==> config.mk <==
export PLATFORM = sky130hd
export DESIGN_NAME = bldcdc_top
export DESIGN_NICKNAME = d
export VERILOG_FILES = /design/src/bldcdc_pkg.sv /design/src/bldcdc_decoder.sv /design/src/bldcdc_top.sv
export SDC_FILE = /design/constraint.sdc
export NUM_CORES = 1
export LEC_CHECK = 0
export ABC_AREA = 0
export ABC_CLOCK_PERIOD_IN_PS = 3300
export BUFFER_PORTS_ARGS = -buffer_cell sky130_fd_sc_hd__buf_4
export CAP_MARGIN = 20
export CORE_ASPECT_RATIO = 2
export CORE_MARGIN = 3
export CORE_UTILIZATION = 62
export CTS_CLUSTER_DIAMETER = 150
export DETAILED_ROUTE_END_ITERATION = 10
export PLACE_DENSITY = 0.91
export RECOVER_POWER = 100
export SYNTH_ARGS = -nofsm -noshare
export SYNTH_HDL_FRONTEND = slang
export SYNTH_HIERARCHICAL = 1
export SYNTH_SLANG_ARGS = --single-unit
==> constraint.sdc <==
create_clock -name clk -period 3.3 [get_ports clk]
set_input_delay 0.33 -clock clk [delete_from_list [all_inputs] [get_ports clk]]
set_output_delay 0.33 -clock clk [all_outputs]
set_load 0.05 [all_outputs]
==> src/bldcdc_pkg.sv <==
// package: constants and carriers for the bldc direction and commutation block
package bldcdc_pkg;

    // ****************************************
    // timing
    // ****************************************
    localparam int CLK_FREQ_HZ = 25000000;
    localparam int OSC_FREQ_HZ = 40000;
    // oscillator period in clock cycles, rounded down
    localparam int OSC_PERIOD_CYCLES = CLK_FREQ_HZ / OSC_FREQ_HZ;
    localparam int OSC_CNT_W = 10;
    localparam logic [OSC_CNT_W-1:0] OSC_LAST = 10'(OSC_PERIOD_CYCLES - 1);
    localparam logic [OSC_CNT_W-1:0] OSC_RESET_CNT = 10'h000;

    // tach pulse on time, 220 us
    localparam int TACH_ON_US = 220;
    localparam int TACH_ON_CYCLES = (CLK_FREQ_HZ / 1000000) * TACH_ON_US;
    localparam int TACH_CNT_W = 13;
    localparam logic [TACH_CNT_W-1:0] TACH_LOAD = 13'(TACH_ON_CYCLES);

    // ****************************************
    // reset values
    // ****************************************
    localparam logic DIR_RESET = 1'b0;
    localparam logic PWM_LATCH_RESET = 1'b0;
    localparam logic [1:0] SHIFT_RESET = 2'h0;

    // ****************************************
    // carriers
    // ****************************************
    typedef struct packed {
        logic hall_a;
        logic hall_b;
        logic hall_c;
    } bldcdc_hall_type;

    typedef struct packed {
        logic [2:0] high_side_drive;
        logic [2:0] low_side_drive;
    } bldcdc_drive_type;

endpackage

==> src/bldcdc_decoder.sv <==
// module: hall position decoder to six driver commands
`timescale 1ns/1ns
module bldcdc_decoder (
    // position and direction
    input  wire bldcdc_pkg::bldcdc_hall_type  hall,
    input  wire logic                         dir,
    // decoded drive
    output bldcdc_pkg::bldcdc_drive_type      drive
);

    // ****************************************
    // six step table
    // ****************************************
    logic [2:0] code;
    logic [2:0] hs;
    logic [2:0] ls;

    assign code = {hall.hall_a, hall.hall_b, hall.hall_c};

    always_comb begin
        hs = 3'h0;
        ls = 3'h0;
        unique case (code)
            3'h1: begin
                hs = 3'h1;
                ls = 3'h2;
            end
            3'h3: begin
                hs = 3'h1;
                ls = 3'h4;
            end
            3'h2: begin
                hs = 3'h2;
                ls = 3'h4;
            end
            3'h6: begin
                hs = 3'h2;
                ls = 3'h1;
            end
            3'h4: begin
                hs = 3'h4;
                ls = 3'h1;
            end
            3'h5: begin
                hs = 3'h4;
                ls = 3'h2;
            end
            // all-equal codes are sensor faults: drive nothing
            default: begin
                hs = 3'h0;
                ls = 3'h0;
            end
        endcase
        // reverse rotation swaps the high and low phase sets
        if (dir) begin
            drive.high_side_drive = ls;
            drive.low_side_drive  = hs;
        end else begin
            drive.high_side_drive = hs;
            drive.low_side_drive  = ls;
        end
    end

endmodule

==> src/bldcdc_top.sv <==
// module: commutation, safe reversal, tach and pwm chop for a bldc controller
`timescale 1ns/1ns
module bldcdc_top (
    // clock and reset
    input  wire logic                         clk,
    input  wire logic                         resetn,
    // position sensors and commands
    input  wire bldcdc_pkg::bldcdc_hall_type  hall,
    input  wire logic                         dir_cmd,
    input  wire logic                         speed_above,
    input  wire logic                         pwm_trip,
    // outputs
    output bldcdc_pkg::bldcdc_drive_type      drive_out,
    output logic                              tach_pulse_out,
    output logic                              osc_tick,
    output logic                              drive_inhibit
);

    // ****************************************
    // pwm oscillator
    // ****************************************
    logic [bldcdc_pkg::OSC_CNT_W-1:0] osc_cnt_reg;

    always_ff @(posedge clk or negedge resetn) begin
        if (!resetn) begin
            osc_cnt_reg <= bldcdc_pkg::OSC_RESET_CNT;
        end else if (osc_cnt_reg == bldcdc_pkg::OSC_LAST) begin
            osc_cnt_reg <= bldcdc_pkg::OSC_RESET_CNT;
        end else begin
            osc_cnt_reg <= osc_cnt_reg + 10'h001;
        end
    end

    assign osc_tick = (osc_cnt_reg == bldcdc_pkg::OSC_LAST);

    // ****************************************
    // direction latch
    // ****************************************
    // modelled as a register that follows every clock while slow; one clock of
    // lag stands in for the transparent path and keeps the mismatch visible
    logic dir_latch_reg;

    always_ff @(posedge clk or negedge resetn) begin
        if (!resetn) begin
            dir_latch_reg <= bldcdc_pkg::DIR_RESET;
        end else if (!speed_above) begin
            dir_latch_reg <= dir_cmd;
        end
        // fast rotation: latch holds, no change enters the shift path
    end

    // ****************************************
    // direction shift register
    // ****************************************
    logic [1:0] dir_shift_reg;

    always_ff @(posedge clk or negedge resetn) begin
        if (!resetn) begin
            dir_shift_reg <= bldcdc_pkg::SHIFT_RESET;
        end else if (osc_tick) begin
            dir_shift_reg <= {dir_shift_reg[0], dir_latch_reg};
        end
    end

    // ****************************************
    // mismatch inhibit
    // ****************************************
    // drives stay off while a reversal is pending so the motor can coast
    assign drive_inhibit = (dir_cmd != dir_latch_reg)
                         | (dir_latch_reg != dir_shift_reg[1]);

    // ****************************************
    // tachometer pulse on direction toggle
    // ****************************************
    logic                              dir_cmd_prev_reg;
    logic [bldcdc_pkg::TACH_CNT_W-1:0] tach_cnt_reg;

    always_ff @(posedge clk or negedge resetn) begin
        if (!resetn) begin
            dir_cmd_prev_reg <= bldcdc_pkg::DIR_RESET;
        end else begin
            dir_cmd_prev_reg <= dir_cmd;
        end
    end

    always_ff @(posedge clk or negedge resetn) begin
        if (!resetn) begin
            tach_cnt_reg <= '0;
        end else if (dir_cmd != dir_cmd_prev_reg) begin
            tach_cnt_reg <= bldcdc_pkg::TACH_LOAD;
        end else if (tach_cnt_reg != '0) begin
            tach_cnt_reg <= tach_cnt_reg - 13'h0001;
        end
    end

    always_ff @(posedge clk or negedge resetn) begin
        if (!resetn) begin
            tach_pulse_out <= 1'b0;
        end else begin
            tach_pulse_out <= (dir_cmd != dir_cmd_prev_reg) || (tach_cnt_reg > 13'h0001);
        end
    end

    // ****************************************
    // pwm latch
    // ****************************************
    logic pwm_latch_reg;

    // a trip in the same cycle as the period start wins: current limit first
    always_ff @(posedge clk or negedge resetn) begin
        if (!resetn) begin
            pwm_latch_reg <= bldcdc_pkg::PWM_LATCH_RESET;
        end else if (pwm_trip) begin
            pwm_latch_reg <= 1'b0;
        end else if (osc_tick) begin
            pwm_latch_reg <= 1'b1;
        end
    end

    // ****************************************
    // decode and output gating
    // ****************************************
    bldcdc_pkg::bldcdc_drive_type decoded;
    logic                         gate_on;

    bldcdc_decoder u_decoder (
        .hall  (hall),
        .dir   (dir_shift_reg[1]),
        .drive (decoded)
    );

    assign gate_on = pwm_latch_reg & ~drive_inhibit;

    // registered outputs avoid decoder glitches reaching the power stage
    always_ff @(posedge clk or negedge resetn) begin
        if (!resetn) begin
            drive_out <= '0;
        end else if (gate_on) begin
            drive_out <= decoded;
        end else begin
            drive_out <= '0;
        end
    end

endmodule
==> impl_metrics.json <==
{
  "start_kind": "register",
  "synth_warnings": 6,
  "fin_skew_ns": 0.00287,
  "critical_path_class": "reg2out",
  "clkSlewWorstSetupHoldPaths_ns": 0.07,
  "power.density_nw_per_um2": 434,
  "synth_edf_count": 0,
  "die_w_um": 44.1,
  "totalWireLength_um": 3790,
  "path_max_fanout": 8,
  "antenna_cells": 0,
  "track_usage_pct": 24.1,
  "p_leak_nw": 0.843,
  "whs_ns": 0.184,
  "dp_cells": 216,
  "io_pins": 17,
  "ant_nets": 0,
  "worst_slew_pin_slew_ns": 1.85,
  "insertion_delay_ns": 0.29,
  "numCtsBuffers": 5,
  "status": "finished, violations left",
  "place_area_sq_um": 1930,
  "place_congestion": 0.826,
  "die-area_sq_um": 3620,
  "largest_register_ffs": 13,
  "cpPeakStageDelay_ns": 0.50,
  "slew_violations": 36,
  "grt_pass1_vias": 1409,
  "ys_seq_area_share_pct": 48.7,
  "crit_required_ns": 2.97,
  "grt_pass1_wl_um": 6350,
  "cts_max_path_buffers": 2,
  "end_kind": "output pin",
  "drtPass1Iterations": 4,
  "hold_class": "in2reg",
  "synth_top_cell_area_share_pct": 48.7,
  "syn_avg_cell_area_sq_um": 10.3,
  "fin_area_sq_um": 1970,
  "vias": 1424,
  "mappedNetlistArea_sq_um": 1800,
  "areaGrowthSynthToFinish_pct": 9.54,
  "fmax_ghz": 0.390,
  "ys_ff_latch": 35,
  "antenna_found_initial": 0,
  "finalHoldViolations": 0,
  "via_per_inst": 6.33,
  "yosys.area.top_type": "dfrtp_1",
  "post_cts_buffers": 0,
  "wl_per_cell_um": 16.8,
  "start_util_pct": 64.9,
  "fin_cells": 225,
  "tns_ns": 0,
  "rsz0062_at_grt": "false",
  "drt_iter0_markers": 52,
  "critPathArrivalTime_ns": 2.24,
  "final_common_cell": "dfrtp_1",
  "maxSlewHeadroom_pct": -23.0,
  "grt_max_degree": 36,
  "peakVddDrop_mv": 0.334,
  "h-tree-depth": 2,
  "drive_gt1_share_pct": 8.16,
  "place_hpwl_um": 2720,
  "overflow": 0,
  "post_synth_main_area_contributors": "dfrtp_1, nor2_1, ha_1, xnor2_1, mux2i_1",
  "cts_tree": "built",
  "die_h_um": 82.1,
  "crit_path_top_delay_cell": "clkbuf_1",
  "row_count": 27,
  "core_area_sq_um": 2770,
  "syn_nets": 187,
  "finalSetupViolations": 0,
  "max_cap_viol_count": 1,
  "synth_cell_type_count": 45,
  "drc": 0,
  "min_period_ns": 2.57,
  "cp_cell_sequence": "inv_1 -> ha_1 -> nor4b_1 -> and4b_1 -> clkbuf_1",
  "clkSinkCount": 35,
  "nets": 208,
  "mostFrequentLayoutCells": "dfrtp_1, nor2_1, clkbuf_1",
  "synthFlopType": "dfrtp_1",
  "synth_cells": 174,
  "violations": "max-capacitance violations, max-slew violations",
  "fin_crit_sh_pct": 77.8,
  "power_uw": 854,
  "cts_root_buf": "clkbuf_8",
  "ctsResizeCount": 0,
  "async_reset_ff_share_pct": 100,
  "port_buffers": 16
}
## report_power, final
group          internal, mW  total (mW)  switching (mW)
Sequential            0.441       0.461          0.0198
Clock                 0.147       0.300           0.153
Combinational        0.0347      0.0923          0.0575
## synthesized netlist by cell type, types with 2 or more instances
cell      count
inv_1         7
nor4_1        2
and4_1        3
mux2_2        3
nor2_1       20
buf_2         2
mux2i_1       6
nor2b_1       2
nand4_1       3
a211oi_1      2
ha_1          5
nand2_1       9
nor3_1        4
o21ai_0       4
a21oi_1       6
o21ai_1       3
dfrtp_1      35
xnor2_1       7
a31oi_1       2
xor2_1        3
nand2b_1      5
and3_1        5
and2_1        6
nand3b_1      3
nand3_1       7
## kinds of logic after synthesis
family                   Yosys count  share of synthesized area (%)
AND/OR/NAND/NOR                   79                           25.1
flip-flops                        35                           48.7
AO/OA/AOI/OAI                     26                           9.89
XOR/XNOR                          10                           4.87
buffers and inverters             10                           2.65
multiplexers                       9                           5.22
adder cells (fa/ha/maj)            5                           3.48
## critical path: cells and delay by family (launching register included)
kind | cells | cell delay, ns
DFF | 1 | 0.43
and+or+nand+nor | 2 | 0.80
adders and majority gates | 1 | 0.14
buffers and inverters | 2 | 0.58
## final timing paths
check                                startpoint         endpoint  slack [ns]  cells past startpoint
worst max-delay path             osc_cnt_reg[0]         osc_tick        0.73                      5
worst min-delay path                   pwm_trip    pwm_latch_reg        0.18                      2
worst max register to register  tach_cnt_reg[5]  tach_cnt_reg[5]        1.10                      4
worst min register to register    pwm_latch_reg    pwm_latch_reg        0.51                      2
max in group asynchronous                resetn   osc_cnt_reg[7]        1.16                      2
min in group asynchronous                resetn  tach_cnt_reg[8]        1.08                      2
## layer usage
metal	up-vias	GRT usage, %	wire (um)
li1	657	-	-
met1	694	26.3	1400
met2	54	42.0	2080
met3	19	5.86	161
met4	0	12.4	146
met5	-	0	0
## area by class of cell
class | count | area (sq um)
sequential | 35 | 876
multi-input combinational | 129 | 856
fill | 200 | 802
timing repair buffer | 17 | 88.8
clock buffer | 6 | 72.6
tap | 29 | 36.3
inverter | 7 | 26.3
clock inverter | 2 | 12.5
## per-stage QoR
stage | utilization, % | setup WS [ns]
after floorplan | - | 1.45
after global placement | 69.7 | 1.41
after detailed placement | 69.7 | 1.27
after CTS | 73.2 | 0.949
after global routing | 71.0 | 0.492
final | 71.0 | 0.734
## timing repair
| action | 4_1_cts | 5_1_grt |
|---|---|---|
| setup endpoints to repair | 0 | 0 |
| hold buffers | 1 | 0 |
| hold endpoints to repair | 21 | 0 |
Note: power is estimated with default switching activity, not from simulation.
